<file path="config.mk">
export PLATFORM = sky130hd
export DESIGN_NAME = aci_irq
export DESIGN_NICKNAME = d
export VERILOG_FILES = /design/src/aci_pkg.sv /design/src/aci_irq.sv
export SDC_FILE = /design/constraint.sdc
export NUM_CORES = 1
export LEC_CHECK = 0
export BUFFER_PORTS_ARGS = -buffer_cell sky130_fd_sc_hd__buf_4
export CAP_MARGIN = 40
export CORE_ASPECT_RATIO = 0.5
export CORE_MARGIN = 2
export CORE_UTILIZATION = 54
export CTS_BUF_LIST = sky130_fd_sc_hd__clkbuf_16
export DETAILED_ROUTE_END_ITERATION = 8
export PLACE_DENSITY = 0.73
export SLEW_MARGIN = 30
export SYNTH_ARGS = -nofsm -noshare
export SYNTH_HDL_FRONTEND = slang
export SYNTH_SLANG_ARGS = --single-unit
</file>
<file path="constraint.sdc">
create_clock -name aclk -period 3.2 [get_ports aclk]
set_input_delay 0.64 -clock aclk [delete_from_list [all_inputs] [get_ports aclk]]
set_output_delay 0.64 -clock aclk [all_outputs]
set_load 0.02 [all_outputs]
</file>
<file path="src/aci_pkg.sv">
package aci_pkg;
  // Clock and time base
  localparam int CLK_HZ     = 25_000_000;
  localparam int STILL_UNIT_S = 1;
  localparam int SEC_CYC    = CLK_HZ * STILL_UNIT_S;
  localparam int Q_DEPTH    = 32;
  localparam int ADDR_W     = 8;

  // Register indices, byte address is four times the index
  localparam logic [5:0] IX_SHOCK_THR  = 6'h1d;
  localparam logic [5:0] IX_SHOCK_DUR  = 6'h21;
  localparam logic [5:0] IX_SHOCK_LAT  = 6'h22;
  localparam logic [5:0] IX_SHOCK_WIN  = 6'h23;
  localparam logic [5:0] IX_MOT_THR    = 6'h24;
  localparam logic [5:0] IX_STILL_THR  = 6'h25;
  localparam logic [5:0] IX_STILL_TIME = 6'h26;
  localparam logic [5:0] IX_AXIS_SEL   = 6'h27;
  localparam logic [5:0] IX_IRQ_EN     = 6'h2e;
  localparam logic [5:0] IX_IRQ_ROUTE  = 6'h2f;
  localparam logic [5:0] IX_IRQ_FLAGS  = 6'h30;
  localparam logic [5:0] IX_FORMAT     = 6'h31;
  localparam logic [5:0] IX_SAMPLE0    = 6'h32;
  localparam logic [5:0] IX_SAMPLE5    = 6'h37;
  localparam logic [5:0] IX_QUEUE_CTL  = 6'h38;
  localparam logic [5:0] IX_QUEUE_LVL  = 6'h3a;

  // Field positions and reset values
  localparam int FMT_INVERT  = 5;
  localparam int QMODE_LSB   = 6;
  localparam int QWM_MSB     = 4;
  localparam int MOT_AX_LSB  = 4;
  localparam int STILL_AX_LSB = 0;
  localparam logic [7:0] CFG_RST = 8'h00;

  localparam logic [1:0] RESP_OKAY   = 2'b00;
  localparam logic [1:0] RESP_SLVERR = 2'b10;

  typedef enum logic [1:0] {
    QM_BYPASS  = 2'b00,
    QM_FIFO    = 2'b01,
    QM_STREAM  = 2'b10,
    QM_TRIGGER = 2'b11
  } aci_qmode_t;

  typedef struct packed {
    logic data_ready;
    logic single_shock;
    logic double_shock;
    logic activity;
    logic inactivity;
    logic spare;
    logic watermark;
    logic overrun;
  } aci_flags_t;

  typedef struct packed {
    logic [15:0] x;
    logic [15:0] y;
    logic [15:0] z;
  } aci_axes_t;

  typedef struct packed {
    logic [7:0] x;
    logic [7:0] y;
    logic [7:0] z;
  } aci_mag_t;
endpackage

</file>
<file path="src/aci_irq.sv">
// The AXI4-Lite register port is this design's own decision.
`timescale 1ns/10ps
module aci_irq #(
  parameter int SEC_CYCLES = aci_pkg::SEC_CYC,
  parameter int DEPTH      = aci_pkg::Q_DEPTH
) (
  input  wire logic              aclk,
  input  wire logic              aresetn,
  input  wire logic [7:0]        awaddr,
  input  wire logic              awvalid,
  output logic                   awready,
  input  wire logic [31:0]       wdata,
  input  wire logic [3:0]        wstrb,
  input  wire logic              wvalid,
  output logic                   wready,
  output logic [1:0]             bresp,
  output logic                   bvalid,
  input  wire logic              bready,
  input  wire logic [7:0]        araddr,
  input  wire logic              arvalid,
  output logic                   arready,
  output logic [31:0]            rdata,
  output logic [1:0]             rresp,
  output logic                   rvalid,
  input  wire logic              rready,
  input  wire logic              smp_stb,
  input  wire aci_pkg::aci_axes_t smp_data,
  input  wire aci_pkg::aci_mag_t  smp_mag,
  output logic                   irq_out_a,
  output logic                   irq_out_b
);
  import aci_pkg::*;

  typedef enum logic [2:0] {
    DS_IDLE = 3'b001,
    DS_LAT  = 3'b010,
    DS_WIN  = 3'b100
  } aci_ds_t;

  logic [7:0]  cfg_ff [64];
  logic [5:0]  awix_ff;
  logic [7:0]  wbyte_ff;
  logic        wlane_ff;
  logic [5:0]  ar_ix;
  logic        wr_go;
  logic        ar_hs;
  logic        rd_flags;
  logic        rd_data;
  aci_axes_t   smp_ff;
  aci_flags_t  fl;
  aci_qmode_t  qmode;
  logic [5:0]  cnt_ff;
  logic [4:0]  wm_lvl;
  logic        unread_ff;
  logic        ovr_ff;
  logic        wm_ff;
  logic        sshock_ff;
  logic        dshock_ff;
  logic        act_ff;
  logic        inact_ff;
  logic [7:0]  run_ff;
  logic        above;
  logic        above_ff;
  logic        shock_ev;
  logic        dbl_ev;
  logic        second_ff;
  aci_ds_t     ds_ff;
  logic [7:0]  dtmr_ff;
  logic        act_hit;
  logic        still_ff;
  logic [31:0] div_ff;
  logic        sec_tick;
  logic [7:0]  stime_ff;
  logic        inact_ev;
  logic        inv;
  logic [7:0]  act_pins;

  function automatic logic is_rw(input logic [5:0] ix);
    return (ix == IX_SHOCK_THR) || (ix >= IX_SHOCK_DUR &&
      ix <= IX_AXIS_SEL) || ix == IX_IRQ_EN ||
      ix == IX_IRQ_ROUTE || ix == IX_FORMAT ||
      ix == IX_QUEUE_CTL;
  endfunction

  function automatic logic [2:0] gt3(input aci_mag_t m,
                                     input logic [7:0] t);
    return {m.x > t, m.y > t, m.z > t};
  endfunction

  // Register file and write side
  assign wr_go = !awready && !wready && !bvalid;

  always_ff @(posedge aclk)
  begin
    if (!aresetn)
    begin
      awready  <= 1'b1;
      awix_ff  <= 6'h00;
    end
    else if (awvalid && awready)
    begin
      awready  <= 1'b0;
      awix_ff  <= awaddr[7:2];
    end
    else if (wr_go)
      awready  <= 1'b1;
  end

  always_ff @(posedge aclk)
  begin
    if (!aresetn)
    begin
      wready   <= 1'b1;
      wbyte_ff <= CFG_RST;
      wlane_ff <= 1'b0;
    end
    else if (wvalid && wready)
    begin
      wready   <= 1'b0;
      wbyte_ff <= wdata[7:0];
      wlane_ff <= wstrb[0];
    end
    else if (wr_go)
      wready   <= 1'b1;
  end

  always_ff @(posedge aclk)
  begin
    if (!aresetn)
    begin
      bvalid <= 1'b0;
      bresp  <= RESP_OKAY;
    end
    else if (wr_go)
    begin
      bvalid <= 1'b1;
      bresp  <= is_rw(awix_ff) ? RESP_OKAY : RESP_SLVERR;
    end
    else if (bready)
      bvalid <= 1'b0;
  end

  always_ff @(posedge aclk)
  begin
    if (!aresetn)
    begin
      for (int i = 0; i < 64; i++)
        cfg_ff[i] <= CFG_RST;
    end
    else if (wr_go && wlane_ff && is_rw(awix_ff))
      cfg_ff[awix_ff] <= wbyte_ff;
  end

  // Read side with read side effects
  assign ar_ix    = araddr[7:2];
  assign ar_hs    = arvalid && arready;
  assign rd_flags = ar_hs && ar_ix == IX_IRQ_FLAGS;
  assign rd_data  = ar_hs && ar_ix >= IX_SAMPLE0 &&
                    ar_ix <= IX_SAMPLE5;

  always_ff @(posedge aclk)
  begin
    if (!aresetn)
    begin
      arready <= 1'b1;
      rvalid  <= 1'b0;
      rdata   <= 32'h0000_0000;
      rresp   <= RESP_OKAY;
    end
    else if (ar_hs)
    begin
      arready <= 1'b0;
      rvalid  <= 1'b1;
      rresp   <= RESP_OKAY;
      rdata   <= 32'h0000_0000;
      if (is_rw(ar_ix))
        rdata[7:0] <= cfg_ff[ar_ix];
      else if (ar_ix == IX_IRQ_FLAGS)
        rdata[7:0] <= fl;
      else if (rd_data)
        rdata[7:0] <= 8'({smp_ff.z, smp_ff.y, smp_ff.x} >>
                         (8 * (ar_ix - IX_SAMPLE0)));
      else if (ar_ix == IX_QUEUE_LVL)
        rdata[5:0] <= cnt_ff;
      else
        rresp <= RESP_SLVERR;
    end
    else if (rvalid && rready)
    begin
      rvalid  <= 1'b0;
      arready <= 1'b1;
    end
  end

  // Sample holding and queue level
  assign qmode  = aci_qmode_t'(cfg_ff[IX_QUEUE_CTL][QMODE_LSB +: 2]);
  assign wm_lvl = cfg_ff[IX_QUEUE_CTL][QWM_MSB:0];

  always_ff @(posedge aclk)
  begin
    if (!aresetn)
      smp_ff <= '0;
    else if (smp_stb)
      smp_ff <= smp_data;
  end

  always_ff @(posedge aclk)
  begin
    if (!aresetn || qmode == QM_BYPASS)
      cnt_ff <= 6'h00;
    else if (smp_stb && !(rd_data && ar_ix == IX_SAMPLE0))
    begin
      if (cnt_ff < 6'(DEPTH))
        cnt_ff <= cnt_ff + 6'h01;
    end
    else if (!smp_stb && rd_data && ar_ix == IX_SAMPLE0 &&
             cnt_ff != 6'h00)
      cnt_ff <= cnt_ff - 6'h01;
  end

  always_ff @(posedge aclk)
  begin
    if (!aresetn)
      unread_ff <= 1'b0;
    else if (smp_stb)
      unread_ff <= 1'b1;
    else if (rd_data)
      unread_ff <= 1'b0;
  end

  always_ff @(posedge aclk)
  begin
    if (!aresetn)
      ovr_ff <= 1'b0;
    else if (qmode == QM_BYPASS && smp_stb && unread_ff)
      ovr_ff <= 1'b1;
    else if (rd_data || qmode != QM_BYPASS)
      ovr_ff <= 1'b0;
  end

  always_ff @(posedge aclk)
  begin
    if (!aresetn)
      wm_ff <= 1'b0;
    else
      wm_ff <= fl.watermark;
  end

  // Shock detection counted in samples
  assign above    = |gt3(smp_mag, cfg_ff[IX_SHOCK_THR]);
  assign shock_ev = smp_stb && !above && run_ff != 8'h00 &&
                    run_ff < cfg_ff[IX_SHOCK_DUR];
  assign dbl_ev   = ds_ff == DS_WIN && shock_ev && second_ff;

  always_ff @(posedge aclk)
  begin
    if (!aresetn)
    begin
      run_ff   <= 8'h00;
      above_ff <= 1'b0;
    end
    else if (smp_stb)
    begin
      above_ff <= above;
      if (!above)
        run_ff <= 8'h00;
      else if (run_ff != 8'hff)
        run_ff <= run_ff + 8'h01;
    end
  end

  always_ff @(posedge aclk)
  begin
    if (!aresetn)
    begin
      ds_ff     <= DS_IDLE;
      dtmr_ff   <= 8'h00;
      second_ff <= 1'b0;
    end
    else if (smp_stb)
    begin
      dtmr_ff <= dtmr_ff + 8'h01;
      unique case (ds_ff)
        DS_IDLE:
          if (shock_ev)
          begin
            ds_ff   <= DS_LAT;
            dtmr_ff <= 8'h00;
          end
        DS_LAT:
          if (dtmr_ff >= cfg_ff[IX_SHOCK_LAT])
          begin
            ds_ff     <= DS_WIN;
            dtmr_ff   <= 8'h00;
            second_ff <= 1'b0;
          end
        DS_WIN:
        begin
          if (above && !above_ff &&
              dtmr_ff < cfg_ff[IX_SHOCK_WIN])
            second_ff <= 1'b1;
          if (dbl_ev || (!above && run_ff != 8'h00) ||
              (!second_ff && dtmr_ff >= cfg_ff[IX_SHOCK_WIN]))
            ds_ff <= DS_IDLE;
        end
        default:
          ds_ff <= DS_IDLE;
      endcase
    end
  end

  // Motion and stillness
  assign act_hit = smp_stb && |(gt3(smp_mag, cfg_ff[IX_MOT_THR]) &
                   cfg_ff[IX_AXIS_SEL][MOT_AX_LSB +: 3]);
  assign sec_tick = div_ff == 32'(SEC_CYCLES - 1);
  assign inact_ev = sec_tick && still_ff &&
                    stime_ff > cfg_ff[IX_STILL_TIME];

  always_ff @(posedge aclk)
  begin
    if (!aresetn || sec_tick)
      div_ff <= 32'h0000_0000;
    else
      div_ff <= div_ff + 32'h0000_0001;
  end

  always_ff @(posedge aclk)
  begin
    if (!aresetn)
      still_ff <= 1'b0;
    else if (smp_stb)
      still_ff <= !(|(gt3(smp_mag, cfg_ff[IX_STILL_THR] - 8'h01) &
        cfg_ff[IX_AXIS_SEL][STILL_AX_LSB +: 3])) &&
        cfg_ff[IX_STILL_THR] != 8'h00;
  end

  always_ff @(posedge aclk)
  begin
    if (!aresetn || !still_ff)
      stime_ff <= 8'h00;
    else if (sec_tick && stime_ff != 8'hff)
      stime_ff <= stime_ff + 8'h01;
  end

  // Sticky flags, set wins over a clearing read
  always_ff @(posedge aclk)
  begin
    if (!aresetn)
    begin
      sshock_ff <= 1'b0;
      dshock_ff <= 1'b0;
      act_ff    <= 1'b0;
      inact_ff  <= 1'b0;
    end
    else
    begin
      sshock_ff <= shock_ev || (sshock_ff && !rd_flags);
      dshock_ff <= dbl_ev || (dshock_ff && !rd_flags);
      act_ff    <= act_hit || (act_ff && !rd_flags);
      inact_ff  <= inact_ev || (inact_ff && !rd_flags);
    end
  end

  always_comb
  begin
    fl              = '0;
    fl.data_ready   = unread_ff || cnt_ff != 6'h00;
    fl.single_shock = sshock_ff;
    fl.double_shock = dshock_ff;
    fl.activity     = act_ff;
    fl.inactivity   = inact_ff;
    fl.watermark    = qmode != QM_BYPASS &&
      (cnt_ff == {1'b0, wm_lvl} ||
       (wm_ff && cnt_ff >= {1'b0, wm_lvl}));
    fl.overrun      = qmode == QM_BYPASS ? ovr_ff :
                      cnt_ff == 6'(DEPTH);
  end

  // Pin drive
  assign inv      = cfg_ff[IX_FORMAT][FMT_INVERT];
  assign act_pins = fl & cfg_ff[IX_IRQ_EN];

  always_ff @(posedge aclk)
  begin
    if (!aresetn)
    begin
      irq_out_a <= 1'b0;
      irq_out_b <= 1'b0;
    end
    else
    begin
      irq_out_a <= |(act_pins & ~cfg_ff[IX_IRQ_ROUTE]) ^ inv;
      irq_out_b <= |(act_pins & cfg_ff[IX_IRQ_ROUTE]) ^ inv;
    end
  end
endmodule

</file>
==> results of run 1 <==
critical path: stages (launching register included):
cell and delay [ps]:
dfxtp_1 360, nand2_1 130, or3_1 400, or2_2 330, nand2_2 80, ha_1 220, a21o_1 180, a21oi_1 240
o21bai_1 110, a211o_1 320, nor4b_1 260, a21oi_1 70, a21oi_1 170
metal layers:
layer,vias up,part of all wire [%],global-route usage [%]
met5,-,0,0
met4,0,1.9,5.34
met3,91,7.6,5.23
met2,510,47,38.3
met1,8131,44,34.5
li1,7946,-,-
Yosys cell counts, types with 6 or more instances:
cell type	instances	share of area, %
and2_1	105	2.5
clkbuf_1	60	0.85
nor2b_1	22	0.52
xnor2_1	25	0.83
buf_2	13	0.25
inv_1	122	1.7
nand2b_1	29	0.69
a21o_1	16	0.45
or3_1	13	0.31
o22ai_1	9	0.21
o211ai_1	6	0.17
buf_1	15	0.21
nand3_1	50	0.95
mux2i_1	68	2.6
buf_4	30	0.85
nor2_1	138	2.0
o21a_1	9	0.26
mux4_2	122	10
xor2_1	31	1.0
a211oi_1	10	0.28
nand2_1	68	0.96
ha_1	120	5.7
nor4b_1	6	0.20
edfxtp_1	408	46
nand4_1	36	0.85
dfxtp_1	155	12
a21oi_1	84	1.6
a221oi_1	12	0.40
a22oi_1	18	0.51
o21ai_0	54	1.0
and3_1	18	0.43
nor3_1	33	0.62
and4_1	6	0.20
state kept, by name, indices dropped and copies added, names as in the netlist, 6 cells and up:
name,cells
dtmr_ff,8
rdata,8
stime_ff,8
wbyte_ff,8
smp_ff,48
cfg_ff,408
cnt_ff,6
awix_ff,6
div_ff,32
run_ff,8
path summary, 6_finish.rpt:
check | from | end | slack (ps) | cells past startpoint
max | arready | cnt_ff[5] | 260 | 12
min reg2reg | wlane_ff | wlane_ff | 460 | 2
min | smp_data[33] | smp_ff[33] | 280 | 3
max reg2reg | arready | cnt_ff[5] | 260 | 12
logic make-up after synthesis:
group           count (synthesis)  synth area share [%]
simple gates                  553                  11.1
xor+xnor                       56                  1.85
compound gates                255                  6.09
other cells                     1                0.0142
buf+inv                       248                  4.15
flops                         563                  58.0
mux                           190                  13.0
fa+ha+maj                     123                  5.82
cell usage in the layout, fill, tap and decap left out, types with 54 or more instances in the layout:
master / count
o21ai_0: 54
nand2_1: 67
edfxtp_1: 408
mux4_2: 122
nor2_1: 138
ha_1: 120
dfxtp_1: 155
buf_4: 162
and2_1: 105
inv_1: 134
a21oi_1: 84
mux2i_1: 68
conb_1: 338
stage by stage:
stage,hold slack (ps),cells
after floorplan,428,2326
after global placement,448,3021
after detailed placement,449,3021
after CTS,257,3114
after global routing,267,3114
final,279,3114
final cells by class:
| type | instances | area [um2] |
|---|---|---|
| well taps | 649 | 812 |
| multi-input cells | 1515 | 11300 |
| clock buffers | 50 | 1250 |
| repair buffers | 169 | 1350 |
| inverters | 125 | 469 |
| clock inverters | 43 | 334 |
| flip-flops and latches | 563 | 15400 |
| fillers | 3653 | 17600 |
power by group through the flow:
stage          registers, mW  logic (mW)  clock network (mW)
6_report                8.53        1.61                5.89
2_1_floorplan           8.57        1.10                   0
3_5_place_dp            8.68        1.58                   0
3_3_place_gp            8.66        1.55                   0
4_1_cts                 8.53        1.59                5.96
5_1_grt                 8.57        1.76                6.27
==> impl_metrics.csv, run 1 <==
group,metric,value,unit
cells_and_area,drive_above_1_share,15.3,%
worst_setup_path,critical_path_peak_fanout,4,
sta,maxSlewHeadroom,38.2,%
cts,clk_path_buf_depth,3,
synth,async_flop_share,0,%
synth,syn_inst,1989,
cells_and_area,final_nets,2677,
die,core-area,0.0485,mm2
cts,clk_pin_slew,70,ps
cells_and_area,area_growth,16.6,%
cts,clk_latency,620,ps
pwr,p_leak,12.5,nW
routing,dr.pass1.iters,5,
die,io_pins,175,
routing,drc,0,
sta,setup_violations,0,
placed_design,port_buffers,117,
grt,antenna_found_initial,2,
sta,fin_worst_skew,41.0,ps
pwr,switching_share,24.3,%
cts,ctsRootBufferMaster,"clkbuf_16",
routing,routed_via_density,5.36,
routing,drt-initial-drc-count,1594,
worst_setup_path,crit_type,"flop to flop",
synth,synth.distinct_cells,77,
synth,ys_ff_latch,563,
sta,rsz0062_at_grt,"no",
pwr,power_switching,3.89,mW
hold_path,worstHoldPathType,"primary input to flop",
sta,layout_setup_ws,263,ps
routing,vias,16700,
outcome,status,"completed",
worst_setup_path,startpoint_type,"flop",
pwr,power.density,519,mW/mm2
placed_design,dpl_cell_area,0.0293,mm2
placed_design,place_ws,-44.4,ps
cts,cts.sinks,563,
placed_design,gp_congestion,0.929,
sta,hold_viol_final,0,
die,die_w,317,um
pwr,p_int,12.1,mW
grt,overflow,0,
synth,synth_warnings,0,
cts,htree_levels,2,
grt,grtUsageTotal,24.1,%
pwr,power_frac_comb,10.0,%
cts,ctsResizeCount,0,
die,start_util,54.6,%
cells_and_area,antenna_cells,0,
worst_setup_path,crit_path_end_kind,"flop",
sta,final.period_utilization,91.8,%
die,rows,57,
synth,synth_seq_area_share,58.0,%
pwr,pwr-share-clk,36.7,%
grt,grt_first_pass_wirelength,92.9,mm
routing,antenna_violating_nets_post_route,0,
pwr,seqPwrFrac,53.2,%
sta,tightest_slew,925,ps
grt,grt_pass1_vias,16300,
synth,synth_edf_count,408,
cts,cts_hold_buf,0,
grt,grt_max_degree,59,
pwr,power,16.0,mW
cts,cts_tree,"built",
routing,routed_wl,60.1,mm
synth,postSynthAreaPerCell,13.3,um2
cts,post_cts_buffers,0,
pwr,peakVddDrop,0.000366,V
worst_setup_path,required,3750,ps
sta,fmax,340,MHz
die,die_area,0.0509,mm2
synth,synth_ff_type,"edfxtp_1",
placed_design,dpl.hpwl,43.8,mm
run,maxCapViolations,0,
sta,drv_slew,0,
cts,cts_buffers,50,
cells_and_area,utilization,63.6,%
die,die_h,161,um
sta,fin_crit,2940,ps
cells_and_area,fin_area,0.0309,mm2
synth,syn-cell-area,0.0265,mm2
routing,detail_route.wl_per_cell,19.3,um
sta,setup_tns,0,ps
worst_setup_path,worstPathArrival,3480,ps
No activity file was read; power rests on OpenSTA's default activity.
==> run 2, diff against run 1 <==
Settings changed: GPL_TIMING_DRIVEN set to 0.
==> impl_metrics.csv, run 2 (synthesis results as in run 1) <==
group,metric,value,unit
placed_design,dpl_cell_area,0.0294,mm2
routing,antenna_violating_nets_post_route,0,
worst_setup_path,startpoint_type,"primary input",
worst_setup_path,crit_type,"primary input to flop",
sta,fin_crit,3170,ps
hold_path,holdPathEnd,"smp_ff[37]",
worst_setup_path,cpMaxStageDelayCell,"buf_2",
cells_and_area,fin_area,0.0312,mm2
placed_design,port_buffers,111,
placed_design,dpl.hpwl,51.1,mm
die,die_h,161,um
cells_and_area,reg_top3,"cfg_ff x408, smp_ff x48, div_ff x32",
grt,grt_max_degree,17,
worst_setup_path,crit_path_end_kind,"flop",
cts,clk_latency,610,ps
worst_setup_path,slowest_delay,500,ps
cts,ctsRootBufferMaster,"clkbuf_16",
sta,drv_slew,0,
die,start_util,54.6,%
routing,drt-initial-drc-count,2021,
worst_setup_path,required,3670,ps
pwr,p_int,12.4,mW
sta,maxSlewHeadroom,43.6,%
pwr,seqPwrFrac,51.8,%
hold_path,hold_depth,3,
grt,overflow,0,
cts,htree_levels,2,
placed_design,place_ws,-929,ps
cts,clk_path_buf_depth,3,
cells_and_area,area_growth,17.7,%
grt,grt_first_pass_wirelength,104,mm
routing,drc,0,
worst_setup_path,cp_cell_sequence,"buf_2 -> buf_2 -> buf_4 -> buf_2 -> mux4_2 -> a22oi_1 -> a21oi_1 -> o41ai_1 -> a21oi_1",
hold_path,worstHoldPathType,"primary input to flop",
cells_and_area,drive_above_1_share,15.7,%
worst_setup_path,rrSetupSlack,160,ps
cells_and_area,stdcell_count,3186,
grt,grtUsageTotal,27.8,%
sta,setup_violations,0,
pwr,p_leak,12.6,nW
die,die_w,317,um
sta,hold_viol_final,0,
worst_setup_path,r2r-end,"dtmr_ff[6]",
die,rows,57,
routing,dr.pass1.iters,6,
routing,vias,17600,
grt,antenna_found_initial,5,
grt,grt_pass1_vias,17200,
pwr,peakVddDrop,0.000497,V
placed_design,gp_congestion,0.934,
pwr,switching_share,24.6,%
sta,fmax,315,MHz
pwr,pwr-share-clk,37.5,%
sta,rsz0062_at_grt,"no",
worst_setup_path,cp.buffers_inverters,4,
die,core-area,0.0485,mm2
die,die_area,0.0509,mm2
outcome,status,"completed",
sta,setup_tns,0,ps
cells_and_area,layout_commonest_cell,"edfxtp_1",
cells_and_area,mostFrequentLayoutCells,"408 x edfxtp_1, 338 x conb_1, 155 x dfxtp_1, 142 x buf_4, 138 x nor2_1",
worst_setup_path,r2r-start,"cfg_ff[29][1]",
worst_setup_path,worstPathArrival,3650,ps
die,io_pins,175,
placed_design,place_inst,3090,
cts,cts_tree,"built",
cts,cts_buffers,50,
cts,cts_hold_buf,0,
worst_setup_path,worst-r2r-cell-count,10,
cells_and_area,largest_register,"cfg_ff",
sta,layout_setup_ws,28.6,ps
run,maxCapViolations,0,
pwr,power_frac_comb,10.7,%
cts,cts.sinks,563,
routing,detail_route.wl_per_cell,21.9,um
cts,clk_pin_slew,70,ps
worst_setup_path,critical_path_peak_fanout,10,
hold_path,hold_start,"smp_data[37]",
worst_setup_path,path_common_cell,"buf_2",
pwr,power.density,526,mW/mm2
routing,routed_wl,69.8,mm
sta,fin_worst_skew,28.6,ps
cells_and_area,largest_reg_flops,408,
sta,tightest_slew,846,ps
sta,final.period_utilization,99.1,%
routing,routed_via_density,5.54,
pwr,power_switching,4.04,mW
worst_setup_path,cp_top_family,"buffers and inverters",
cells_and_area,final_nets,2747,
-- run 2: changes by cell type in the layout (fill, tap and decap cells not counted), sizes merged --
cell	delta
clkinv	+2
bufinv	+2
buf	+9
clkbuf	+62
diode	+1
inv	-4
-- run 2: tightest hold or removal path: stages --
cell,delay (ps)
buf_4,80
mux2i_1,50
nor2_1,70
-- run 2: power by group through the flow --
stage	combinational (mW)	clock (mW)	sequential [mW]
global placement	1.67	0	8.62
finish	1.75	6.15	8.50
floorplan	1.10	0	8.57
global route	1.89	6.48	8.53
detailed placement	1.70	0	8.65
CTS	1.71	6.20	8.49
-- run 2: worst max-delay path by stage --
| stage | startpoint | slack (ps) | to | cells after the start |
|---|---|---|---|---|
| floorplan | araddr[2] | 40 | cnt_ff[5] | 15 |
| global placement | smp_stb | -880 | cnt_ff[5] | 12 |
| detailed placement | smp_stb | -930 | cnt_ff[5] | 12 |
| CTS | smp_stb | 5 | cnt_ff[5] | 12 |
| global route | araddr[3] | 7 | rdata[6] | 9 |
| finish | araddr[3] | 30 | rdata[6] | 9 |
-- run 2: per-stage QoR --
stage / util [%] / power [mW] / hold WS (ps)
6_report: 64.3 / 16.4 / 267
2_1_floorplan: - / 9.66 / 428
3_5_place_dp: 60.7 / 10.4 / 446
4_1_cts: 64.1 / 16.4 / 249
5_1_grt: 64.2 / 16.9 / 280
3_3_place_gp: 60.6 / 10.3 / 444
-- run 2: per-layer routing --
layer / up-vias / global-route usage, % / wire (um)
met5: - / 0 / 23
met4: 4 / 6.25 / 1440
met3: 106 / 5.84 / 6900
met2: 780 / 43.7 / 32500
met1: 8667 / 40.0 / 29000
li1: 8089 / - / -
-- run 2: area by class of cell --
cell class	instances	area, um2
buffer	122	641
antenna	1	2.50
fill	3669	17300
tap	649	812
timing repair buffer	117	898
multi-input combinational	1515	11300
clock inverter	43	387
clock buffer	51	1280
inverter	125	469
sequential	563	15400
-- run 2: repair_timing --
item,4_1_cts,5_1_grt
setup buffers,0,0
setup endpoints to repair,62,61
resized for setup,3,12
